==> config.mk <==
export PLATFORM = sky130hd
export DESIGN_NAME = cmr_top
export DESIGN_NICKNAME = d
export VERILOG_FILES = /design/src/hdl/cmr_pkg.sv /design/src/hdl/cmr_wdog.sv /design/src/hdl/cmr_top.sv
export SDC_FILE = /design/constraint.sdc
export NUM_CORES = 1
export LEC_CHECK = 0
export BUFFER_PORTS_ARGS = -buffer_cell sky130_fd_sc_hd__buf_2
export CORE_MARGIN = 3
export CORE_UTILIZATION = 30
export DETAILED_ROUTE_END_ITERATION = 16
export HOLD_SLACK_MARGIN = 0.12
export PLACE_DENSITY = 0.52
export SYNTH_ARGS = -nofsm -noshare
export SYNTH_HDL_FRONTEND = slang
export SYNTH_SLANG_ARGS = --single-unit
export TNS_END_PERCENT = 1
==> constraint.sdc <==
create_clock -name mclk_i -period 6.1 [get_ports mclk_i]
set_clock_uncertainty 0.2 [all_clocks]
set_input_delay 0 -clock mclk_i [delete_from_list [all_inputs] [get_ports mclk_i]]
set_output_delay 0 -clock mclk_i [all_outputs]
set_load 0.005 [all_outputs]
==> src/hdl/cmr_pkg.sv <==
// Package of constants for the clock mode and reset watchdog block
package cmr_pkg;
    // Register port geometry
    localparam int AW = 8;
    localparam int DW = 8;
    // Register addresses
    localparam logic [7:0] ADDR_OSC_CTRL = 8'h00;
    localparam logic [7:0] ADDR_FLAG = 8'h01;
    localparam logic [7:0] ADDR_CLK_SEL = 8'h02;
    localparam logic [7:0] ADDR_WD_CTRL = 8'h03;
    localparam logic [7:0] ADDR_WD_SVC = 8'h04;
    localparam logic [7:0] ADDR_RST_STAT = 8'h05;
    // Oscillator control fields
    localparam int OSC_EN_BIT = 7;
    localparam int OSC_WIDE_BIT = 6;
    localparam int OSC_RATIO_MSB = 4;
    // Flag register fields
    localparam int FLG_QUAL_BIT = 0;
    localparam int FLG_CHG_BIT = 1;
    localparam int FLG_LOCK_BIT = 2;
    // Clock select fields
    localparam int SEL_PLL_BIT = 0;
    localparam int SEL_WDOSC_BIT = 1;
    localparam int SEL_PSEUDO_STOP_SELECT_BIT = 2;
    localparam int SEL_PRUN_BIT = 3;
    localparam logic [3:0] CLK_SEL_RST = 4'h1;
    // Watchdog control fields
    localparam int WD_WIN_BIT = 7;
    localparam int WD_RATE_MSB = 2;
    localparam int WD_LOCK_BIT = 6;
    // Watchdog service codes
    localparam logic [7:0] WD_SVC_FIRST = 8'h55;
    localparam logic [7:0] WD_SVC_SECOND = 8'haa;
    // Watchdog period: 2^(base + 2*rate) ticks
    localparam int WD_CNT_W = 24;
    localparam logic [4:0] WD_BASE_EXP = 5'h06;
    // Reset sequence lengths in clock cycles
    localparam int DRIVE_CYCLES = 512;
    localparam int WAIT_CYCLES = 256;
    localparam int SEQ_CNT_W = 10;
    localparam logic [SEQ_CNT_W-1:0] DRIVE_LAST = SEQ_CNT_W'(DRIVE_CYCLES - 1);
    localparam logic [SEQ_CNT_W-1:0] WAIT_LAST = SEQ_CNT_W'(WAIT_CYCLES - 1);
    // Reset vector codes
    localparam logic [1:0] VEC_POR = 2'h0;
    localparam logic [1:0] VEC_CM = 2'h1;
    localparam logic [1:0] VEC_COP = 2'h2;
    // Reset sequencer states
    typedef enum logic [1:0] {SEQ_DRIVE, SEQ_WAIT, SEQ_HOLD, SEQ_RUN} cmr_seq_t;
endpackage

==> src/hdl/cmr_wdog.sv <==
// Windowed watchdog counter with service-pair checking
`timescale 1ns/1ps
`default_nettype none
module cmr_wdog
    import cmr_pkg::*;
(
    input wire logic mclk_i,
    input wire logic clr_i,
    input wire logic tick_i,
    input wire logic [2:0] rate_i,
    input wire logic window_en_i,
    input wire logic svc_wr_i,
    input wire logic [7:0] svc_data_i,
    output logic timeout_o,
    output logic bad_svc_o
);
    logic [WD_CNT_W-1:0] cnt_q;
    logic armed_q;
    wire enabled = (rate_i != 3'h0);
    wire [4:0] exp_w = WD_BASE_EXP + {1'b0, rate_i, 1'b0};
    wire [WD_CNT_W-1:0] last_w = (WD_CNT_W'(1) << exp_w) - WD_CNT_W'(1);
    wire [WD_CNT_W-1:0] win_start_w = last_w - (last_w >> 2);
    // Service decode; a write while disabled is ignored
    wire svc_w = svc_wr_i && enabled;
    wire first_w = svc_w && (svc_data_i == WD_SVC_FIRST);
    wire second_w = svc_w && (svc_data_i == WD_SVC_SECOND);
    wire in_win_w = !window_en_i || (cnt_q >= win_start_w);
    wire early_w = (first_w || second_w) && !in_win_w;
    wire bad_code_w = svc_w && !first_w && !second_w;
    wire restart_w = second_w && armed_q && in_win_w;
    wire expire_w = enabled && tick_i && (cnt_q == last_w);

    // Counter, arming and one-cycle fault pulses
    always_ff @(posedge mclk_i) begin
        if (clr_i || restart_w || expire_w || !enabled) begin
            cnt_q <= '0;
        end else if (tick_i) begin
            cnt_q <= cnt_q + WD_CNT_W'(1);
        end
        if (clr_i || restart_w || (second_w && !armed_q)) begin
            armed_q <= 1'b0;
        end else if (first_w && in_win_w) begin
            armed_q <= 1'b1;
        end
        timeout_o <= !clr_i && expire_w;
        bad_svc_o <= !clr_i && (bad_code_w || early_w);
    end

    property p_bad_code;
        @(posedge mclk_i) disable iff (clr_i)
        (svc_wr_i && enabled && svc_data_i != WD_SVC_FIRST && svc_data_i != WD_SVC_SECOND)
        |=> bad_svc_o;
    endproperty
    a_bad_code: assert property (p_bad_code) else $error("bad service code not flagged");
    property p_restart;
        @(posedge mclk_i) disable iff (clr_i)
        (svc_wr_i && svc_data_i == WD_SVC_SECOND && armed_q && enabled && in_win_w)
        |=> (cnt_q == '0) && !armed_q;
    endproperty
    a_restart: assert property (p_restart) else $error("service pair did not restart");
endmodule
`default_nettype wire

==> src/hdl/cmr_top.sv <==
// Clock mode control, reset generator and watchdog front end
//
// The strobed register port and the address map were chosen for this implementation.
`timescale 1ns/1ps
`default_nettype none
module cmr_top
    import cmr_pkg::*;
(
    input wire logic mclk_i,
    input wire logic resetn_i,
    input wire logic [cmr_pkg::AW-1:0] addr_i,
    input wire logic [cmr_pkg::DW-1:0] wdata_i,
    input wire logic wr_i,
    input wire logic rd_i,
    output logic [cmr_pkg::DW-1:0] rdata_o,
    input wire logic reset_pin_i,
    output logic reset_pin_o,
    output logic reset_pin_oe_o,
    input wire logic pll_lock_i,
    input wire logic osc_qual_raw_i,
    input wire logic osc_clk_ok_i,
    input wire logic osc_disturb_i,
    input wire logic chip_reset_req_i,
    input wire logic stop_i,
    input wire logic special_mode_i,
    input wire logic rc_tick_i,
    input wire logic osc_tick_i,
    output logic sys_reset_o,
    output logic [1:0] vector_o,
    output logic osc_enable_o,
    output logic bus_clk_from_pll_o,
    output logic pll_ref_osc_o,
    output logic pll_div4_o,
    output logic vco_reset_freq_o,
    output logic osc_clk_pause_o,
    output logic wdog_clk_osc_o
);
    import cmr_pkg::*;

    // Pin and analog inputs: lock, qualify, clock ok, disturb, reset pin
    logic [4:0] sync1_q;
    logic [4:0] sync2_q;
    always_ff @(posedge mclk_i) begin
        sync1_q <= {pll_lock_i, osc_qual_raw_i, osc_clk_ok_i, osc_disturb_i, reset_pin_i};
        sync2_q <= sync1_q;
    end
    wire lock_s = sync2_q[4];
    wire qual_raw_s = sync2_q[3];
    wire clk_ok_s = sync2_q[2];
    wire disturb_s = sync2_q[1];
    wire pin_s = sync2_q[0];

    // Control and status state
    logic osc_en_q;
    logic osc_wide_q;
    logic [4:0] osc_ratio_q;
    logic [3:0] clk_sel_q;
    logic wd_win_q;
    logic [2:0] wd_rate_q;
    logic wd_lock_q;
    logic qual_q;
    logic chg_q;
    logic cm_pend_q;
    logic cop_pend_q;
    logic [DW-1:0] rdata_q;
    cmr_seq_t state_q;
    cmr_seq_t state_d;
    logic [SEQ_CNT_W-1:0] cnt_q;
    logic [SEQ_CNT_W-1:0] cnt_d;
    logic wd_timeout;
    logic wd_bad;

    // Register decode
    wire wr_osc = wr_i && (addr_i == ADDR_OSC_CTRL);
    wire wr_flag = wr_i && (addr_i == ADDR_FLAG);
    wire wr_sel = wr_i && (addr_i == ADDR_CLK_SEL);
    wire wr_wdc = wr_i && (addr_i == ADDR_WD_CTRL);
    wire wr_svc = wr_i && (addr_i == ADDR_WD_SVC);
    wire pll_sel = clk_sel_q[SEL_PLL_BIT];
    wire wd_osc = clk_sel_q[SEL_WDOSC_BIT];
    wire pseudo_stop_select = clk_sel_q[SEL_PSEUDO_STOP_SELECT_BIT];
    wire prun = clk_sel_q[SEL_PRUN_BIT];
    // Full Stop is Stop without pseudo stop; the oscillator is powered down then
    wire full_stop = stop_i && !pseudo_stop_select;
    wire osc_on = osc_en_q && !full_stop;
    // Qualification needs lock: the filter runs from the VCO clock
    wire qual_d = osc_on && lock_s && qual_raw_s;
    wire qual_fell = qual_q && !qual_d;
    wire cm_fail = osc_on && !clk_ok_s;
    // Control write is allowed until locked, always in special mode
    wire wdc_take = wr_wdc && (!wd_lock_q || special_mode_i);

    // Read data multiplexer; unmapped addresses read zero
    logic [DW-1:0] rmux;
    always_comb begin
        rmux = '0;
        case (addr_i)
            ADDR_OSC_CTRL: rmux = {osc_en_q, osc_wide_q, 1'b0, osc_ratio_q};
            ADDR_FLAG: rmux = {5'h00, lock_s, chg_q, qual_q};
            ADDR_CLK_SEL: rmux = {4'h0, clk_sel_q};
            ADDR_WD_CTRL: rmux = {wd_win_q, wd_lock_q, 3'h0, wd_rate_q};
            ADDR_RST_STAT: rmux = {4'h0, cop_pend_q, cm_pend_q, vector_o};
            default: rmux = '0;
        endcase
    end

    // Read data stand only in the cycle after the strobe
    always_ff @(posedge mclk_i) begin
        if (!resetn_i || !rd_i) begin
            rdata_q <= '0;
        end else begin
            rdata_q <= rmux;
        end
    end
    assign rdata_o = rdata_q;

    // Reset sequencer: request, pin drive, wait, sample, hold
    wire sample = (state_q == SEQ_WAIT) && (cnt_q == WAIT_LAST);
    wire reset_req = chip_reset_req_i || !pin_s || cm_pend_q || cop_pend_q;
    always_comb begin
        state_d = state_q;
        cnt_d = cnt_q + SEQ_CNT_W'(1);
        case (state_q)
            SEQ_RUN: begin
                cnt_d = '0;
                if (reset_req) begin
                    state_d = SEQ_DRIVE;
                end
            end
            SEQ_DRIVE: begin
                if (cnt_q == DRIVE_LAST) begin
                    state_d = SEQ_WAIT;
                    cnt_d = '0;
                end
            end
            SEQ_WAIT: begin
                if (sample) begin
                    state_d = pin_s ? SEQ_RUN : SEQ_HOLD;
                    cnt_d = '0;
                end
            end
            SEQ_HOLD: begin
                cnt_d = '0;
                if (pin_s) begin
                    state_d = SEQ_RUN;
                end
            end
            default: begin
                state_d = SEQ_DRIVE;
                cnt_d = '0;
            end
        endcase
    end

    // Sequencer registers and reset-time outputs; power-up starts a full sequence
    always_ff @(posedge mclk_i) begin
        if (!resetn_i) begin
            state_q <= SEQ_DRIVE;
            cnt_q <= '0;
            reset_pin_oe_o <= 1'b1;
            sys_reset_o <= 1'b1;
            vco_reset_freq_o <= 1'b1;
            vector_o <= VEC_POR;
        end else begin
            state_q <= state_d;
            cnt_q <= cnt_d;
            reset_pin_oe_o <= (state_d == SEQ_DRIVE);
            sys_reset_o <= (state_d != SEQ_RUN);
            vco_reset_freq_o <= (state_d != SEQ_RUN);
            if (sample) begin
                if (pin_s && cm_pend_q) begin
                    vector_o <= VEC_CM;
                end else if (pin_s && cop_pend_q) begin
                    vector_o <= VEC_COP;
                end else begin
                    vector_o <= VEC_POR;
                end
            end
        end
    end
    // Pin is only ever pulled low; the enable does the work
    always_ff @(posedge mclk_i) begin
        reset_pin_o <= 1'b0;
    end

    // Pending failures: cleared once the vector is chosen, a new event wins
    always_ff @(posedge mclk_i) begin
        if (!resetn_i) begin
            cm_pend_q <= 1'b0;
            cop_pend_q <= 1'b0;
        end else begin
            cm_pend_q <= cm_fail || (cm_pend_q && !sample);
            cop_pend_q <= wd_timeout || wd_bad || (cop_pend_q && !sample);
        end
    end

    // Control registers return to defaults on every system reset
    wire ctl_rst = !resetn_i || sys_reset_o;
    always_ff @(posedge mclk_i) begin
        if (ctl_rst) begin
            osc_en_q <= 1'b0;
            osc_wide_q <= 1'b0;
            osc_ratio_q <= '0;
            clk_sel_q <= CLK_SEL_RST;
            wd_win_q <= 1'b0;
            wd_rate_q <= '0;
            wd_lock_q <= 1'b0;
        end else begin
            if (wr_osc) begin
                osc_en_q <= wdata_i[OSC_EN_BIT];
                osc_wide_q <= wdata_i[OSC_WIDE_BIT];
                osc_ratio_q <= wdata_i[OSC_RATIO_MSB:0];
            end
            if (wr_sel) begin
                clk_sel_q <= wdata_i[SEL_PRUN_BIT:0];
            end
            // Hardware fallback to the PLL wins over a software write
            if (qual_fell && !pll_sel) begin
                clk_sel_q[SEL_PLL_BIT] <= 1'b1;
            end
            if (wdc_take) begin
                wd_win_q <= wdata_i[WD_WIN_BIT];
                wd_rate_q <= wdata_i[WD_RATE_MSB:0];
                wd_lock_q <= !special_mode_i;
            end
        end
    end

    // Oscillator status flag and its sticky change flag; a change beats the clear
    always_ff @(posedge mclk_i) begin
        if (!resetn_i) begin
            qual_q <= 1'b0;
            chg_q <= 1'b0;
        end else begin
            qual_q <= qual_d;
            if (qual_d != qual_q) begin
                chg_q <= 1'b1;
            end else if (wr_flag && wdata_i[FLG_CHG_BIT]) begin
                chg_q <= 1'b0;
            end
        end
    end

    // Clock steering outputs
    always_ff @(posedge mclk_i) begin
        if (!resetn_i) begin
            osc_enable_o <= 1'b0;
            bus_clk_from_pll_o <= 1'b1;
            pll_ref_osc_o <= 1'b0;
            pll_div4_o <= 1'b1;
            osc_clk_pause_o <= 1'b0;
            wdog_clk_osc_o <= 1'b0;
        end else begin
            osc_enable_o <= osc_on;
            bus_clk_from_pll_o <= pll_sel;
            pll_ref_osc_o <= osc_on;
            pll_div4_o <= !lock_s;
            // Status bits miss such disturbances, so the clock is held until stable
            osc_clk_pause_o <= !pll_sel && lock_s && qual_q && disturb_s;
            wdog_clk_osc_o <= wd_osc;
        end
    end

    // Watchdog tick: clock select, halted in Stop except in pseudo stop with the oscillator source selected and prun set
    wire wd_src = wd_osc ? osc_tick_i : rc_tick_i;
    wire wd_run = !stop_i || (pseudo_stop_select && wd_osc && prun);
    cmr_wdog u_wdog (
        .mclk_i(mclk_i),
        .clr_i(ctl_rst || sample),
        .tick_i(wd_src && wd_run),
        .rate_i(wd_rate_q),
        .window_en_i(wd_win_q),
        .svc_wr_i(wr_svc),
        .svc_data_i(wdata_i),
        .timeout_o(wd_timeout),
        .bad_svc_o(wd_bad)
    );

    property p_drive_len;
        @(posedge mclk_i) disable iff (!resetn_i)
        $fell(reset_pin_oe_o) |-> $past(cnt_q) == DRIVE_LAST;
    endproperty
    a_drive_len: assert property (p_drive_len) else $error("pin drive length wrong");
    property p_sample_at;
        @(posedge mclk_i) disable iff (!resetn_i)
        (state_q == SEQ_WAIT && cnt_q == WAIT_LAST && pin_s) |=> !sys_reset_o;
    endproperty
    a_sample_at: assert property (p_sample_at) else $error("no release at sample");
    property p_cm_vec;
        @(posedge mclk_i) disable iff (!resetn_i)
        (sample && pin_s && cm_pend_q) |=> vector_o == VEC_CM;
    endproperty
    a_cm_vec: assert property (p_cm_vec) else $error("clock monitor vector missed");
    property p_hold;
        @(posedge mclk_i) disable iff (!resetn_i)
        (state_q != SEQ_RUN) |-> sys_reset_o && vco_reset_freq_o;
    endproperty
    a_hold: assert property (p_hold) else $error("internal reset dropped early");
    property p_unlock_qual;
        @(posedge mclk_i) disable iff (!resetn_i)
        !lock_s |=> !qual_q && pll_div4_o;
    endproperty
    a_unlock_qual: assert property (p_unlock_qual) else $error("qualified kept without lock");
    property p_chg;
        @(posedge mclk_i) disable iff (!resetn_i)
        (qual_d != qual_q) |=> chg_q;
    endproperty
    a_chg: assert property (p_chg) else $error("status change not flagged");
    property p_fallback;
        @(posedge mclk_i) disable iff (ctl_rst)
        (qual_fell && !pll_sel) |=> pll_sel ##1 bus_clk_from_pll_o;
    endproperty
    a_fallback: assert property (p_fallback) else $error("no fallback to PLL clock");
    property p_wd_lock;
        @(posedge mclk_i) disable iff (ctl_rst)
        (wr_wdc && wd_lock_q && !special_mode_i) |=> $stable(wd_rate_q) && $stable(wd_win_q);
    endproperty
    a_wd_lock: assert property (p_wd_lock) else $error("locked watchdog bits changed");
endmodule
`default_nettype wire

==> results.cfg <==
[status]
status = finished, final reports clean

[pwr]
swShare = 0.225
pwr-share-comb = 0.098
intPower_mw = 1.00
p_seq_frac = 0.436
power.switching_mw = 0.292
clockPowerShare = 0.467
peakVddDrop_mv = 0.142
power_leakage_nw = 2.80
powerDensity_mw_per_mm2 = 187

[drt]
dr.first_iter.drc_count = 352
drc = 0
via_per_inst = 5.07
wl_per_cell_um = 15.0
ant_nets = 0
wl_mm = 15.3
vias = 5172
drt_pass1_iterations = 5

[placed_design]
place.gp.congestion = 0.872
io_buffer_count = 47
dpl_cell_area_mm2 = 0.00618
dp_hpwl_mm = 11.7

[clock_network]
cts_tree = yes
clk_pin_slew_worst_paths_ps = 60
clock_path_buffers = 2
clockRootBuffer = clkbuf_16
cts_setup_buffers = 0
htreeDepth = 3
clkLatencyLatePin_ps = 340
cts_sinks = 85
cts_buffers = 9

[timing]
setup_viol = 0
slew_headroom = 0.430
tns_ps = 0
rsz0062_at_grt = false
max_freq_mhz = 174
hold_viol_final = 0
fin_crit_sh = 0.942
tightest_slew_ps = 853
min_period_ps = 5750
maxSlewViolCount = 0

[floorplanning]
die_h_um = 144
dieWidth_um = 144
dieArea_mm2 = 0.0208
start_util = 0.312
io_pins = 50
coreArea_mm2 = 0.0183
num_rows = 49

[min_path]
hold_class = flop to flop
worstHoldStart = sync1_q[3]
worstHoldPathCells = 0
hold_path_end = sync2_q[3]

[worst_setup_path]
r2r_setup_slack_ps = 350
critPathTopFamily = compound AO/OA/AOI/OAI gates
r2r-start = wd_rate_q[1]
cp_max_fo = 15
cp_slowest_cell = dlygate4sd3_1
cp_slowest_stage_delay_ps = 550
crit_path_end_kind = flop
cp-start-kind = flop
r2r-end = u_wdog.cnt_q[1]
cp-startpoint = wd_rate_q[1]
path_class = flop to flop
rr_worst_depth = 23
crit_chain = or2_4 > nor2_8 > inv_4 > nand2_1 > inv_1 > ha_1 > a21o_2 > a221o_2 > a211oi_4 > o21ai_1 > a31oi_1 > o21ai_0 > xnor2_1 > ha_1 > and3_1 > o21a_1 > a221oi_1 > o21ai_0 > a41oi_1 > o211ai_1 > buf_4 > a21oi_1 > dlygate4sd3_1
crit_required_ps = 6180
cp.arrival_ps = 5830
cp_num_buf_inv = 4

[yosys]
synth.distinct_cells = 88
synth_edf_count = 0
ys_warn_count = 0
synth.avg_cell_area_um2 = 8.17
netlist_instances = 701
ys_seq_area_frac = 0.297
ys_async_sr_fraction = 0
syn_area_mm2 = 0.00573
ys_ff_latch = 85
synth_ff_type = dfxtp_1

[layout]
layout.cells.most_common_list = dfxtp_1 (85), nor2_1 (78), nand2_1 (64), buf_2 (47), ha_1 (44)
fillers = 1898
drive_gt1_frac = 0.126
area_growth_pct = 20.6
final_common_cell = dfxtp_1
final_area_mm2 = 0.00691
antenna_cells = 0
finalNetCount = 861

[grt]
grt_pass1_wl_mm = 25.7
antenna_found_initial = 0
grt_overflow = 0
grt_usage = 0.152
grt_start_max_net_pins = 44
grt_pass1_vias = 4988

[run]
drv_cap = 0
-- timing repair --
| item | in CTS | in global routing |
|---|---|---|
| gates resized for setup | 0 | 1 |
| hold buffers | 39 | 0 |
| endpoints found under the setup margin | 0 | 1 |
| hold endpoints to repair | 50 | 0 |
-- layout make-up --
type                       count  area [um2]  share of cell area
inverter                      30         115              0.0167
sequential                    85        1700               0.246
tap                          229         287              0.0415
multi-input combinational    568        3790               0.549
clock inverter                 5        81.3              0.0118
timing repair buffer          93         678              0.0982
clock buffer                  11         253              0.0366
-- cells by family after synthesis --
group                      after synthesis  share of synthesized area
muxes                                   14                     0.0299
xor gates and xnor gates                50                     0.0765
other                                    2                    0.00131
AOI/OAI and AO/OA                      155                      0.190
DFF                                     85                      0.297
adders and majority gates               46                     0.0998
and+or+nand+nor                        281                      0.251
buffers and inverters                   68                     0.0548
-- registers in the layout, indices dropped and copies added, names as in the netlist, 2 cells and up --
signal and count:
u_wdog.cnt_q 24, wd_rate_q 3, osc_ratio_q 5, clk_sel_q 4, sync1_q 5, state_q 2, rdata_o 7, cnt_q 10
sync2_q 5, vector_o 2
-- Yosys cell counts (5+ instances only) --
master / number / area share
a21oi_1: 39 / 0.034
clkbuf_1: 16 / 0.010
nand2_1: 64 / 0.042
o21ai_0: 28 / 0.024
a21o_1: 5 / 0.0066
dfxtp_1: 85 / 0.30
and3_1: 12 / 0.013
nand3_1: 34 / 0.030
nor3_1: 14 / 0.012
buf_2: 12 / 0.010
mux2_2: 5 / 0.0098
ha_1: 44 / 0.096
a21boi_0: 5 / 0.0066
xnor2_1: 27 / 0.041
a211oi_1: 7 / 0.0092
buf_4: 5 / 0.0066
mux2i_1: 7 / 0.012
and2_1: 5 / 0.0055
nand4_1: 14 / 0.015
a22oi_1: 5 / 0.0066
o21bai_1: 5 / 0.0066
xor2_1: 23 / 0.035
o21ai_1: 5 / 0.0044
nor2b_1: 8 / 0.0087
nor2_1: 78 / 0.051
inv_1: 28 / 0.018
nand2b_1: 11 / 0.012
-- worst reg2reg max path: stages, from the launching register on --
cell	delay, ps
dfxtp_1	360
or2_4	290
nor2_8	150
inv_4	80
nand2_1	90
inv_1	50
ha_1	220
a21o_2	200
a221o_2	420
a211oi_4	350
o21ai_1	210
a31oi_1	220
o21ai_0	120
xnor2_1	150
ha_1	290
and3_1	180
o21a_1	100
a221oi_1	260
o21ai_0	130
a41oi_1	390
o211ai_1	300
buf_4	280
a21oi_1	120
dlygate4sd3_1	550
-- worst max-delay path by stage --
stage	end	slack [ps]	depth (start not counted)
6_report	u_wdog.cnt_q[1]	350	23
5_1_grt	u_wdog.cnt_q[1]	8	23
4_1_cts	u_wdog.cnt_q[1]	280	23
3_5_place_dp	u_wdog.cnt_q[1]	840	22
3_3_place_gp	u_wdog.cnt_q[1]	1000	22
2_1_floorplan	u_wdog.cnt_q[1]	1650	22
-- power groups by stage --
stage | Combinational (mW) | Clock (mW) | Sequential [mW]
finish | 0.126 | 0.604 | 0.564
floorplan | 0.0787 | 0 | 0.575
global route | 0.141 | 0.639 | 0.564
detailed placement | 0.105 | 0 | 0.576
CTS | 0.121 | 0.617 | 0.564
global placement | 0.106 | 0 | 0.576
-- routing by layer --
metal / vias up / track usage / share of wire
met4: 0 / 0.0255 / 0.0091
li1: 2662 / - / -
met1: 2410 / 0.214 / 0.50
met2: 86 / 0.245 / 0.46
met5: - / 0 / 0
met3: 14 / 0.0321 / 0.037
-- metrics by stage --
step / setup WS [ps] / hold slack (ps) / instances / total power, mW / util
6_report: 352 / 126 / 1021 / 1.29 / 0.377
5_1_grt: 8.42 / 133 / 1021 / 1.34 / 0.377
2_1_floorplan: 1650 / -172 / 721 / 0.654 / -
4_1_cts: 283 / 128 / 1021 / 1.30 / 0.377
3_3_place_gp: 1000 / -96.1 / 966 / 0.682 / 0.337
3_5_place_dp: 837 / -95.2 / 966 / 0.682 / 0.337
Power figures use the tool's default switching activity.
